[src/verilog/tsc_pkg.sv]
`default_nettype none
package tsc_pkg;

  // ---------------------------------------------------------------------------
  // Timing
  // ---------------------------------------------------------------------------
  localparam int unsigned CLK_PERIOD_NS = 40;
  localparam int unsigned PULSE_UNIT_NS = 1000;
  localparam int unsigned CYC_PER_US = PULSE_UNIT_NS / CLK_PERIOD_NS;

  // ---------------------------------------------------------------------------
  // Reset values and limits
  // ---------------------------------------------------------------------------
  localparam logic [15:0] OUTPUT_PULSE_LENGTH_RST = 16'h0019;
  localparam logic [15:0] WLEN_MIN = 16'h04ec;
  localparam logic [15:0] WLEN_MAX = 16'h0672;
  localparam logic [15:0] WLEN_RST = 16'h060e;
  localparam logic [15:0] MASK_RST = 16'h0000;

  // ---------------------------------------------------------------------------
  // Field encodings
  // ---------------------------------------------------------------------------
  localparam logic EDGE_FALL = 1'b0;
  localparam logic EDGE_RISE = 1'b1;
  localparam logic [1:0] POS_ZERO = 2'h0;
  localparam logic [1:0] POS_MIN = 2'h1;
  localparam logic [1:0] POS_MAX = 2'h2;
  localparam logic [1:0] UNIT_VOLT = 2'h0;
  localparam logic [1:0] UNIT_RAD = 2'h1;
  localparam logic [1:0] UNIT_PI = 2'h2;

  typedef enum logic [4:0] {
    OP_IN_STATE_SET = 5'b00000,
    OP_IN_STATE_Q = 5'b00001,
    OP_IN_TYPE_SET = 5'b00010,
    OP_IN_TYPE_Q = 5'b00011,
    OP_IN_CNT_Q = 5'b00100,
    OP_IN_CNT_CLR = 5'b00101,
    OP_OUT_STATE_SET = 5'b00110,
    OP_OUT_STATE_Q = 5'b00111,
    OP_OUT_TYPE_SET = 5'b01000,
    OP_OUT_TYPE_Q = 5'b01001,
    OP_OUT_CNT_Q = 5'b01010,
    OP_OUT_CNT_CLR = 5'b01011,
    OP_OUTPUT_PULSE_LENGTH_SET = 5'b01100,
    OP_OUTPUT_PULSE_LENGTH_Q = 5'b01101,
    OP_CHPOS_SET = 5'b01110,
    OP_CHPOS_Q = 5'b01111,
    OP_LOCK_SET = 5'b10000,
    OP_LOCK_Q = 5'b10001,
    OP_WLEN_SET = 5'b10010,
    OP_WLEN_Q = 5'b10011,
    OP_UNIT_SET = 5'b10100,
    OP_UNIT_Q = 5'b10101,
    OP_ABORT = 5'b10110,
    OP_PAUSE = 5'b10111,
    OP_RESTART = 5'b11000,
    OP_MODE_Q = 5'b11001,
    OP_ANOM_EVT_Q = 5'b11010,
    OP_ANOM_MASK_SET = 5'b11011,
    OP_ANOM_MASK_Q = 5'b11100,
    OP_ACT_MASK_SET = 5'b11101,
    OP_ACT_MASK_Q = 5'b11110,
    OP_ACT_EVT_Q = 5'b11111
  } tsc_op_t;

  typedef enum logic [1:0] {
    FN_STOPPED = 2'b00,
    FN_RUNNING = 2'b01,
    FN_PAUSED = 2'b10
  } tsc_func_t;

endpackage
`default_nettype wire

[src/verilog/tsc_top.sv]
// Functional notes
// Input trigger accepted only while enabled; off default.
// Input edge rising or falling, falling default, readable.
// Input trigger event counter queryable any time.
// Input counter clear command zeroes it.
// Output pulses only while enabled; off default.
// Output pulse rising or falling, falling default.
// Emitted output pulses counted and queryable.
// Output counter clear command zeroes it.
// Pulse width 0-65535 us, default 25, readable.
// Per channel trigger at max or min/zero.
// Display lock shows remote message, else function.
// Wavelength 1260-1650 nm stored and returned.
// One unit selection: volts, radians, pi; volts default.
// Current mode reported as code 0 to 8.
// Anomaly event flags read returns and clears.
// Anomaly enable mask 16 bits, writable, readable.
// Activity enable mask 16 bits, writable, readable.
// Activity event register returned on query.
// Counters step once per event, only when enabled.
// Stop halts, pause freezes, restart starts afresh.
`default_nettype none
module tsc_top #(
  parameter int unsigned N_CH = 4,
  parameter int unsigned CNT_W = 32
) (
  input wire logic core_clk, // System clock, 25 MHz.
  input wire logic rst, // Synchronous reset, active high.
  input wire logic cmd_valid, // One-cycle command strobe.
  input wire logic [4:0] cmd_op, // Command code.
  input wire logic [15:0] cmd_arg, // Command argument.
  input wire logic [$clog2(N_CH)-1:0] cmd_chan, // Channel for position commands.
  input wire logic trig_in_pin, // External trigger pin, asynchronous.
  input wire logic [N_CH-1:0] wave_max_hit, // Waveform at maximum, per channel.
  input wire logic [N_CH-1:0] wave_min_hit, // Waveform at minimum, per channel.
  input wire logic [3:0] mode_code, // Current system mode code.
  input wire logic [15:0] anom_evt, // Anomaly event pulses.
  input wire logic [15:0] act_evt, // Activity event pulses.
  output logic rsp_valid, // One-cycle answer strobe.
  output logic [31:0] rsp_data, // Answer data.
  output logic rsp_err, // Command refused.
  output logic trig_out_pin, // Trigger output pin.
  output logic disp_remote, // Display shows remote message.
  output logic [1:0] unit_sel, // Unit selection.
  output logic [15:0] wavelength_nm, // Operating wavelength.
  output logic func_run, // Current function running.
  output logic func_restart, // One-cycle restart pulse.
  output logic anom_summary, // Enabled anomaly flag present.
  output logic act_summary // Enabled activity flag present.
);

  // ---------------------------------------------------------------------------
  // Command decode and settings
  // ---------------------------------------------------------------------------
  logic in_en_q, in_rise_q, out_en_q, out_rise_q, lock_q;
  logic [15:0] output_pulse_length_q, wlen_q, anom_mask_q, act_mask_q, anom_flags_q, act_flags_q;
  logic [1:0] unit_q;
  logic [1:0] chpos_q [N_CH];
  logic [3:0] mode_q;
  logic [CNT_W-1:0] in_cnt_q, out_cnt_q;
  tsc_pkg::tsc_func_t func_q;
  logic func_restart_q, func_run_q;
  logic rsp_valid_q, rsp_err_q;
  logic [31:0] rsp_data_q;
  logic [31:0] rsp_data_d;
  logic rsp_err_d;

  function automatic logic is_op(input logic v, input logic [4:0] op, input tsc_pkg::tsc_op_t want);
    return v && (op == want);
  endfunction

  logic wlen_ok, unit_ok, pos_ok;
  assign wlen_ok = (cmd_arg >= tsc_pkg::WLEN_MIN) && (cmd_arg <= tsc_pkg::WLEN_MAX);
  assign unit_ok = cmd_arg[15:0] <= {14'h0000, tsc_pkg::UNIT_PI};
  assign pos_ok = cmd_arg[15:0] <= {14'h0000, tsc_pkg::POS_MAX};

  always_ff @(posedge core_clk) begin
    if (rst) begin
      in_en_q <= 1'b0;
      in_rise_q <= tsc_pkg::EDGE_FALL;
      out_en_q <= 1'b0;
      out_rise_q <= tsc_pkg::EDGE_FALL;
      output_pulse_length_q <= tsc_pkg::OUTPUT_PULSE_LENGTH_RST;
    end else begin
      if (is_op(cmd_valid, cmd_op, tsc_pkg::OP_IN_STATE_SET)) begin
        in_en_q <= cmd_arg[0];
      end
      if (is_op(cmd_valid, cmd_op, tsc_pkg::OP_IN_TYPE_SET)) begin
        in_rise_q <= cmd_arg[0];
      end
      if (is_op(cmd_valid, cmd_op, tsc_pkg::OP_OUT_STATE_SET)) begin
        out_en_q <= cmd_arg[0];
      end
      if (is_op(cmd_valid, cmd_op, tsc_pkg::OP_OUT_TYPE_SET)) begin
        out_rise_q <= cmd_arg[0];
      end
      if (is_op(cmd_valid, cmd_op, tsc_pkg::OP_OUTPUT_PULSE_LENGTH_SET)) begin
        output_pulse_length_q <= cmd_arg;
      end
    end
  end

  always_ff @(posedge core_clk) begin
    if (rst) begin
      for (int i = 0; i < N_CH; i++) begin
        chpos_q[i] <= tsc_pkg::POS_ZERO;
      end
    end else if (is_op(cmd_valid, cmd_op, tsc_pkg::OP_CHPOS_SET) && pos_ok) begin
      chpos_q[cmd_chan] <= cmd_arg[1:0];
    end
  end

  always_ff @(posedge core_clk) begin
    if (rst) begin
      lock_q <= 1'b0;
      wlen_q <= tsc_pkg::WLEN_RST;
      unit_q <= tsc_pkg::UNIT_VOLT;
      anom_mask_q <= tsc_pkg::MASK_RST;
      act_mask_q <= tsc_pkg::MASK_RST;
      mode_q <= 4'h0;
    end else begin
      mode_q <= mode_code;
      if (is_op(cmd_valid, cmd_op, tsc_pkg::OP_LOCK_SET)) begin
        lock_q <= cmd_arg[0];
      end
      if (is_op(cmd_valid, cmd_op, tsc_pkg::OP_WLEN_SET) && wlen_ok) begin
        wlen_q <= cmd_arg;
      end
      if (is_op(cmd_valid, cmd_op, tsc_pkg::OP_UNIT_SET) && unit_ok) begin
        unit_q <= cmd_arg[1:0];
      end
      if (is_op(cmd_valid, cmd_op, tsc_pkg::OP_ANOM_MASK_SET)) begin
        anom_mask_q <= cmd_arg;
      end
      if (is_op(cmd_valid, cmd_op, tsc_pkg::OP_ACT_MASK_SET)) begin
        act_mask_q <= cmd_arg;
      end
    end
  end

  // ---------------------------------------------------------------------------
  // Current function control
  // ---------------------------------------------------------------------------
  always_ff @(posedge core_clk) begin
    if (rst) begin
      func_q <= tsc_pkg::FN_RUNNING;
      func_restart_q <= 1'b0;
      func_run_q <= 1'b1;
    end else begin
      func_restart_q <= is_op(cmd_valid, cmd_op, tsc_pkg::OP_RESTART);
      func_run_q <= (func_q == tsc_pkg::FN_RUNNING)
        ? !(is_op(cmd_valid, cmd_op, tsc_pkg::OP_ABORT) || is_op(cmd_valid, cmd_op, tsc_pkg::OP_PAUSE))
        : (func_q inside {tsc_pkg::FN_PAUSED, tsc_pkg::FN_STOPPED})
          && is_op(cmd_valid, cmd_op, tsc_pkg::OP_RESTART);
      case (func_q)
        tsc_pkg::FN_RUNNING: begin
          if (is_op(cmd_valid, cmd_op, tsc_pkg::OP_ABORT)) begin
            func_q <= tsc_pkg::FN_STOPPED;
          end else if (is_op(cmd_valid, cmd_op, tsc_pkg::OP_PAUSE)) begin
            func_q <= tsc_pkg::FN_PAUSED;
          end
        end
        tsc_pkg::FN_PAUSED, tsc_pkg::FN_STOPPED: begin
          if (is_op(cmd_valid, cmd_op, tsc_pkg::OP_RESTART)) begin
            func_q <= tsc_pkg::FN_RUNNING;
          end else if (is_op(cmd_valid, cmd_op, tsc_pkg::OP_ABORT)) begin
            func_q <= tsc_pkg::FN_STOPPED;
          end
        end
        default: begin
          func_q <= tsc_pkg::FN_STOPPED;
        end
      endcase
    end
  end

  // ---------------------------------------------------------------------------
  // Input trigger
  // ---------------------------------------------------------------------------
  logic sync1_q, sync2_q, sync3_q, in_filt_q;
  logic in_hit, in_clr;
  assign in_hit = in_en_q && (sync2_q == sync3_q) && (sync3_q != in_filt_q) && (sync3_q == in_rise_q);
  assign in_clr = is_op(cmd_valid, cmd_op, tsc_pkg::OP_IN_CNT_CLR);

  always_ff @(posedge core_clk) begin
    if (rst) begin
      sync1_q <= 1'b0;
      sync2_q <= 1'b0;
      sync3_q <= 1'b0;
      in_filt_q <= 1'b0;
    end else begin
      sync1_q <= trig_in_pin;
      sync2_q <= sync1_q;
      sync3_q <= sync2_q;
      if (sync2_q == sync3_q) begin
        in_filt_q <= sync3_q;
      end
    end
  end

  // A clear in the same cycle as an accepted edge leaves a count of one.
  always_ff @(posedge core_clk) begin
    if (rst) begin
      in_cnt_q <= '0;
    end else if (in_clr) begin
      in_cnt_q <= in_hit ? CNT_W'(1) : '0;
    end else if (in_hit) begin
      in_cnt_q <= in_cnt_q + CNT_W'(1);
    end
  end

  // ---------------------------------------------------------------------------
  // Output trigger
  // ---------------------------------------------------------------------------
  localparam logic [4:0] US_LAST = 5'(tsc_pkg::CYC_PER_US - 1);
  logic out_active_q, trig_out_q;
  logic [4:0] out_pre_q;
  logic [15:0] out_left_q;
  logic [N_CH-1:0] ch_hit;
  logic out_start, out_clr;

  always_comb begin
    for (int i = 0; i < N_CH; i++) begin
      ch_hit[i] = (chpos_q[i] == tsc_pkg::POS_MAX) ? wave_max_hit[i] : wave_min_hit[i];
    end
  end

  assign out_start = out_en_q && !out_active_q && (|ch_hit) && (output_pulse_length_q != 16'h0000);
  assign out_clr = is_op(cmd_valid, cmd_op, tsc_pkg::OP_OUT_CNT_CLR);

  always_ff @(posedge core_clk) begin
    if (rst) begin
      out_active_q <= 1'b0;
      out_pre_q <= 5'h00;
      out_left_q <= 16'h0000;
    end else if (out_start) begin
      out_active_q <= 1'b1;
      out_pre_q <= 5'h00;
      out_left_q <= output_pulse_length_q;
    end else if (out_active_q) begin
      if (out_pre_q == US_LAST) begin
        out_pre_q <= 5'h00;
        out_left_q <= out_left_q - 16'h0001;
        if (out_left_q == 16'h0001) begin
          out_active_q <= 1'b0;
        end
      end else begin
        out_pre_q <= out_pre_q + 5'h01;
      end
    end
  end

  always_ff @(posedge core_clk) begin
    if (rst) begin
      trig_out_q <= ~tsc_pkg::EDGE_FALL;
    end else begin
      trig_out_q <= out_start || (out_active_q && !(out_pre_q == US_LAST && out_left_q == 16'h0001))
        ? out_rise_q : ~out_rise_q;
    end
  end

  always_ff @(posedge core_clk) begin
    if (rst) begin
      out_cnt_q <= '0;
    end else if (out_clr) begin
      out_cnt_q <= out_start ? CNT_W'(1) : '0;
    end else if (out_start) begin
      out_cnt_q <= out_cnt_q + CNT_W'(1);
    end
  end

  // ---------------------------------------------------------------------------
  // Status event registers
  // ---------------------------------------------------------------------------
  logic anom_rd, act_rd, anom_sum_q, act_sum_q;
  assign anom_rd = is_op(cmd_valid, cmd_op, tsc_pkg::OP_ANOM_EVT_Q);
  assign act_rd = is_op(cmd_valid, cmd_op, tsc_pkg::OP_ACT_EVT_Q);

  // New events in the read cycle survive the read clear.
  always_ff @(posedge core_clk) begin
    if (rst) begin
      anom_flags_q <= 16'h0000;
      act_flags_q <= 16'h0000;
      anom_sum_q <= 1'b0;
      act_sum_q <= 1'b0;
    end else begin
      anom_flags_q <= (anom_rd ? 16'h0000 : anom_flags_q) | anom_evt;
      act_flags_q <= (act_rd ? 16'h0000 : act_flags_q) | act_evt;
      anom_sum_q <= |(anom_flags_q & anom_mask_q);
      act_sum_q <= |(act_flags_q & act_mask_q);
    end
  end

  // ---------------------------------------------------------------------------
  // Answers
  // ---------------------------------------------------------------------------
  always_comb begin
    rsp_data_d = 32'h0000_0000;
    rsp_err_d = 1'b0;
    case (cmd_op)
      tsc_pkg::OP_IN_STATE_Q: rsp_data_d = {31'h0000_0000, in_en_q};
      tsc_pkg::OP_IN_TYPE_Q: rsp_data_d = {31'h0000_0000, in_rise_q};
      tsc_pkg::OP_IN_CNT_Q: rsp_data_d = 32'(in_cnt_q);
      tsc_pkg::OP_OUT_STATE_Q: rsp_data_d = {31'h0000_0000, out_en_q};
      tsc_pkg::OP_OUT_TYPE_Q: rsp_data_d = {31'h0000_0000, out_rise_q};
      tsc_pkg::OP_OUT_CNT_Q: rsp_data_d = 32'(out_cnt_q);
      tsc_pkg::OP_OUTPUT_PULSE_LENGTH_Q: rsp_data_d = {16'h0000, output_pulse_length_q};
      tsc_pkg::OP_CHPOS_Q: rsp_data_d = {30'h0000_0000, chpos_q[cmd_chan]};
      tsc_pkg::OP_LOCK_Q: rsp_data_d = {31'h0000_0000, lock_q};
      tsc_pkg::OP_WLEN_Q: rsp_data_d = {16'h0000, wlen_q};
      tsc_pkg::OP_UNIT_Q: rsp_data_d = {30'h0000_0000, unit_q};
      tsc_pkg::OP_MODE_Q: rsp_data_d = {28'h000_0000, mode_q};
      tsc_pkg::OP_ANOM_EVT_Q: rsp_data_d = {16'h0000, anom_flags_q};
      tsc_pkg::OP_ANOM_MASK_Q: rsp_data_d = {16'h0000, anom_mask_q};
      tsc_pkg::OP_ACT_MASK_Q: rsp_data_d = {16'h0000, act_mask_q};
      tsc_pkg::OP_ACT_EVT_Q: rsp_data_d = {16'h0000, act_flags_q};
      tsc_pkg::OP_WLEN_SET: rsp_err_d = !wlen_ok;
      tsc_pkg::OP_UNIT_SET: rsp_err_d = !unit_ok;
      tsc_pkg::OP_CHPOS_SET: rsp_err_d = !pos_ok;
      default: rsp_err_d = 1'b0;
    endcase
  end

  always_ff @(posedge core_clk) begin
    if (rst) begin
      rsp_valid_q <= 1'b0;
      rsp_data_q <= 32'h0000_0000;
      rsp_err_q <= 1'b0;
    end else begin
      rsp_valid_q <= cmd_valid;
      rsp_data_q <= cmd_valid ? rsp_data_d : 32'h0000_0000;
      rsp_err_q <= cmd_valid && rsp_err_d;
    end
  end

  assign rsp_valid = rsp_valid_q;
  assign rsp_data = rsp_data_q;
  assign rsp_err = rsp_err_q;
  assign trig_out_pin = trig_out_q;
  assign disp_remote = lock_q;
  assign unit_sel = unit_q;
  assign wavelength_nm = wlen_q;
  assign func_run = func_run_q;
  assign func_restart = func_restart_q;
  assign anom_summary = anom_sum_q;
  assign act_summary = act_sum_q;

  logic [31:0] hc_q, tgt_q;
  always_ff @(posedge core_clk) begin
    if (rst) begin
      hc_q <= 32'h0000_0000;
      tgt_q <= 32'h0000_0000;
    end else if (out_start) begin
      hc_q <= 32'h0000_0000;
      tgt_q <= 32'(output_pulse_length_q) * tsc_pkg::CYC_PER_US;
    end else if (out_active_q) begin
      hc_q <= hc_q + 32'h0000_0001;
    end
  end
endmodule
`default_nettype wire

[config.mk]
export PLATFORM = sky130hd
export DESIGN_NAME = tsc_top
export DESIGN_NICKNAME = d
export VERILOG_FILES = /design/src/verilog/tsc_pkg.sv /design/src/verilog/tsc_top.sv
export SDC_FILE = /design/constraint.sdc
export NUM_CORES = 1
export LEC_CHECK = 0
export ABC_AREA = 1
export BUFFER_PORTS_ARGS = -buffer_cell sky130_fd_sc_hd__buf_2
export CAP_MARGIN = 20
export CORE_MARGIN = 8
export CORE_UTILIZATION = 35
export DETAILED_ROUTE_END_ITERATION = 7
export GPL_TIMING_DRIVEN = 0
export HOLD_SLACK_MARGIN = 0.12
export MAX_ROUTING_LAYER = met4
export PLACE_DENSITY = 0.55
export SYNTH_ARGS = -nofsm -noshare
export SYNTH_HDL_FRONTEND = slang
export SYNTH_SLANG_ARGS = --single-unit
[constraint.sdc]
create_clock -name core_clk -period 2.02 [get_ports core_clk]
set_clock_uncertainty 0.2 [all_clocks]
set_input_delay 0.404 -clock core_clk [delete_from_list [all_inputs] [get_ports core_clk]]
set_output_delay 0.404 -clock core_clk [all_outputs]
set_load 0.005 [all_outputs]
==> metrics.txt <==
outcome completed; clk_lat worst skew ~0.56 ns; Slowest-stage cell, CP buf_1; placed cell area 13600 µm²; syn nets just under 2000; dominant synthesized flop cell dfxtp_1; first-pass GRT wire length 73.8 mm; Yosys cell types 43; share of layout cells above drive strength 1 roughly 13%; fmax ~500 MHz; Total Wirelength about 49 mm; core area around 35000 µm²; Clk pin slew, worst setup/hold paths around 0.06 ns; crit path DAT about 2.1 ns; Synth Area in XOR/XNOR between 1 and 1.5%; Routed Antenna Nets 0; clock share of power between 40% and 50%; Num CTS Buffers 28; initial antenna violation count 0; Final period util 99.1%; worst rel slew slack 30.9%; Startpoint Class input pin; asr flop ratio synth 0%; P_leak 6.39 nW; worst vdd ir around 600 µV; clk buf depth 3; placed cells ~2500; cells along the critical path clkbuf_2 -> inv_1 -> buf_2 -> buf_1 -> nand2_1; Final Util 44.3%; initial core utilization approximately a third; worst slew pin tran approximately 1.0 ns; most common cell after layout, fill and taps aside nand2_1; Iter 0 DRT Violations approximately 1100; 1st-pass router iterations 7; final std cells w/o fill about 2600; largest net degree at the start of global routing 14; post-layout min period around 2.0 ns; Synth Area in Compound Gates ~15%; Adder-Cell Fraction of Synth Area 0.606%; TritonCTS Sinks roughly 250; WL/cell approximately 19 µm; final hold vios 0; total gr overflow 0; max incr delay on CP around 0.51 ns; CP required between 2 and 2.5 ns; CTS tree done; Cell Int Power a little over 0.008 W; Pwr per Cell Area around 700 nW/µm²; CTS H-tree depth 1; ANT cells 0; number of fill cells around 3800; Placer Congestion approximately 0.94; M1 WL between 20 and 25 mm; cell count after synthesis about 1900; Buffers on Ports 127; row count 69; switching share of power between 20% and 30%; DRC violation count after routing 0; area delta synth->final 25.8%; sequential-to-total area share from yosys stat about 40%; Setup WS post-layout roughly 0.019 ns; top routing layer in use met4; Hold/Removal Path Class input pin to flop; main combinational cell family by area after synthesis simple AND/OR/NAND/NOR gates; Avg Synthesized Cell Area 6.57 µm²; IO Pins 129; Post-Place Worst Slack -0.881 ns; final instance area 15600 µm²; RSZ-0062 raised after global routing yes; DIE AREA around 42000 µm²; routed vias ~13000; GRT Util Overall between 20% and 30%; Mapped Area between 10000 and 15000 µm²; CP Max Fanout 10; Critical Path Sink Type flop; post-synthesis mux area share 0%; WP buf/inv 4; Psw 0.00272 W; die height 204 µm; Synth Register Bits 246; Simple-Gate Fraction of Synth Area 33.0%; yosys warns 0; Root Driver clkbuf_16; most frequent cells in the layout nand2_1 (404), nor2_1 (317), dfxtp_1 (231), inv_1 (229), a21oi_1 (153); final setup fails 0; Flop pwr share ~46%; Slew Viols, Final 0; number of global-route vias before repair roughly 13000; DR WL met2 21.6 mm; CP top delay family buffers and inverters; met3 wire length between 3 and 4 mm; combinational share of power ~7.5%; EDFF count, synth 8; width of the die ~200 µm; HPWL Detailed roughly 37 mm; critical path class input pin to flop; NumNets Final 2206; Total Neg Setup Slack 0 ns; max_cap viols 0; Via density slightly above 5
==> registers in the layout (all words and copies together) (netlist names), 2 cells and up <==
name,count
act_mask_q,16
chpos_q,8
mode_q,4
wavelength_nm,16
anom_mask_q,16
unit_sel,2
func_q,2
output_pulse_length_q,16
rsp_data,32
out_left_q,16
anom_flags_q,16
in_cnt_q,32
out_pre_q,5
act_flags_q,16
out_cnt_q,32
==> power groups by stage <==
| stage | registers [W] | clock network, W | logic, W |
|---|---|---|---|
| floorplan | 0.00512 | 0 | 0.000372 |
| global placement | 0.00515 | 0 | 0.000669 |
| detailed placement | 0.00516 | 0 | 0.000671 |
| CTS | 0.00505 | 0.00517 | 0.000793 |
| global route | 0.00506 | 0.00534 | 0.000897 |
| finish | 0.00505 | 0.00509 | 0.000827 |
==> path summary, 6_finish.rpt <==
path	from	endpoint	slack [ns]	cells after the start
worst max-delay path	rst	chpos_q[0][0]$_SDFFCE_PN0P_	0.02	5
worst min-delay path	cmd_valid	unit_sel[0]$_SDFFE_PP0P_	0.16	6
worst max register to register	output_pulse_length_q[8]$_SDFFE_PP0P_	trig_out_pin$_SDFF_PP1_	0.14	9
worst min register to register	sync1_q$_SDFF_PP0_	sync2_q$_SDFF_PP0_	0.21	2
==> per-stage QoR <==
step	total power [W]	hold WS, ns
2_1_floorplan	0.00549	0.188
3_3_place_gp	0.00582	0.208
3_5_place_dp	0.00583	0.210
4_1_cts	0.0110	0.125
5_1_grt	0.0113	0.138
6_report	0.0110	0.157
==> synthesized netlist by cell type (8+ instances only) <==
library cell	instances	area share [%]
nor3_1	45	1.8
clkbuf_1	30	0.91
a21oi_1	153	6.2
xor2_1	15	1.1
nor2_2	9	0.45
nor2_1	332	10
o22ai_1	32	1.6
nand2_1	412	12
dfxtp_1	238	38
nand3_1	116	4.7
o21ai_0	104	4.2
buf_2	23	0.93
a22oi_1	18	1.1
nand4_1	37	1.9
edfxtp_1	8	1.9
inv_1	232	7.0
==> worst min-delay path: stages <==
cell	delay, ns
buf_2	0.11
nand2_1	0.08
nor2_2	0.06
inv_1	0.07
nand2_1	0.05
a21oi_1	0.11
==> per-layer routing <==
metal,vias to the layer above,global-route usage [%]
met4,0,10.1
met2,511,36.3
met1,6196,30.0
li1,6610,-
met3,115,3.38
met5,-,-
==> cells by family (layout without fill, tap and decap cells) <==
logic type	count (synthesis)	in the layout
compound gates	339	339
xor+xnor	15	15
fa+ha+maj	6	6
buf+inv	305	569
flops	246	246
simple gates	974	974
==> timing repair <==
item	in CTS	in global routing
hold buffers	76	1
hold endpoints to repair	99	1
gates cloned	0	0
pin swaps	2	10
gates resized for setup	13	74
setup buffers	2	8
endpoints found under the setup margin	100	82
==> area by class of cell <==
class	count	area [µm²]	area share, %
repair buffers	214	1480	9.52
clock buffers	38	790	5.07
inverters	238	905	5.80
plain buffers	67	372	2.38
well taps	461	577	3.70
flip-flops and latches	246	5010	32.2
multi-input cells	1334	6330	40.6
clock inverters	12	114	0.730
No activity file was read; power rests on OpenSTA's default activity.
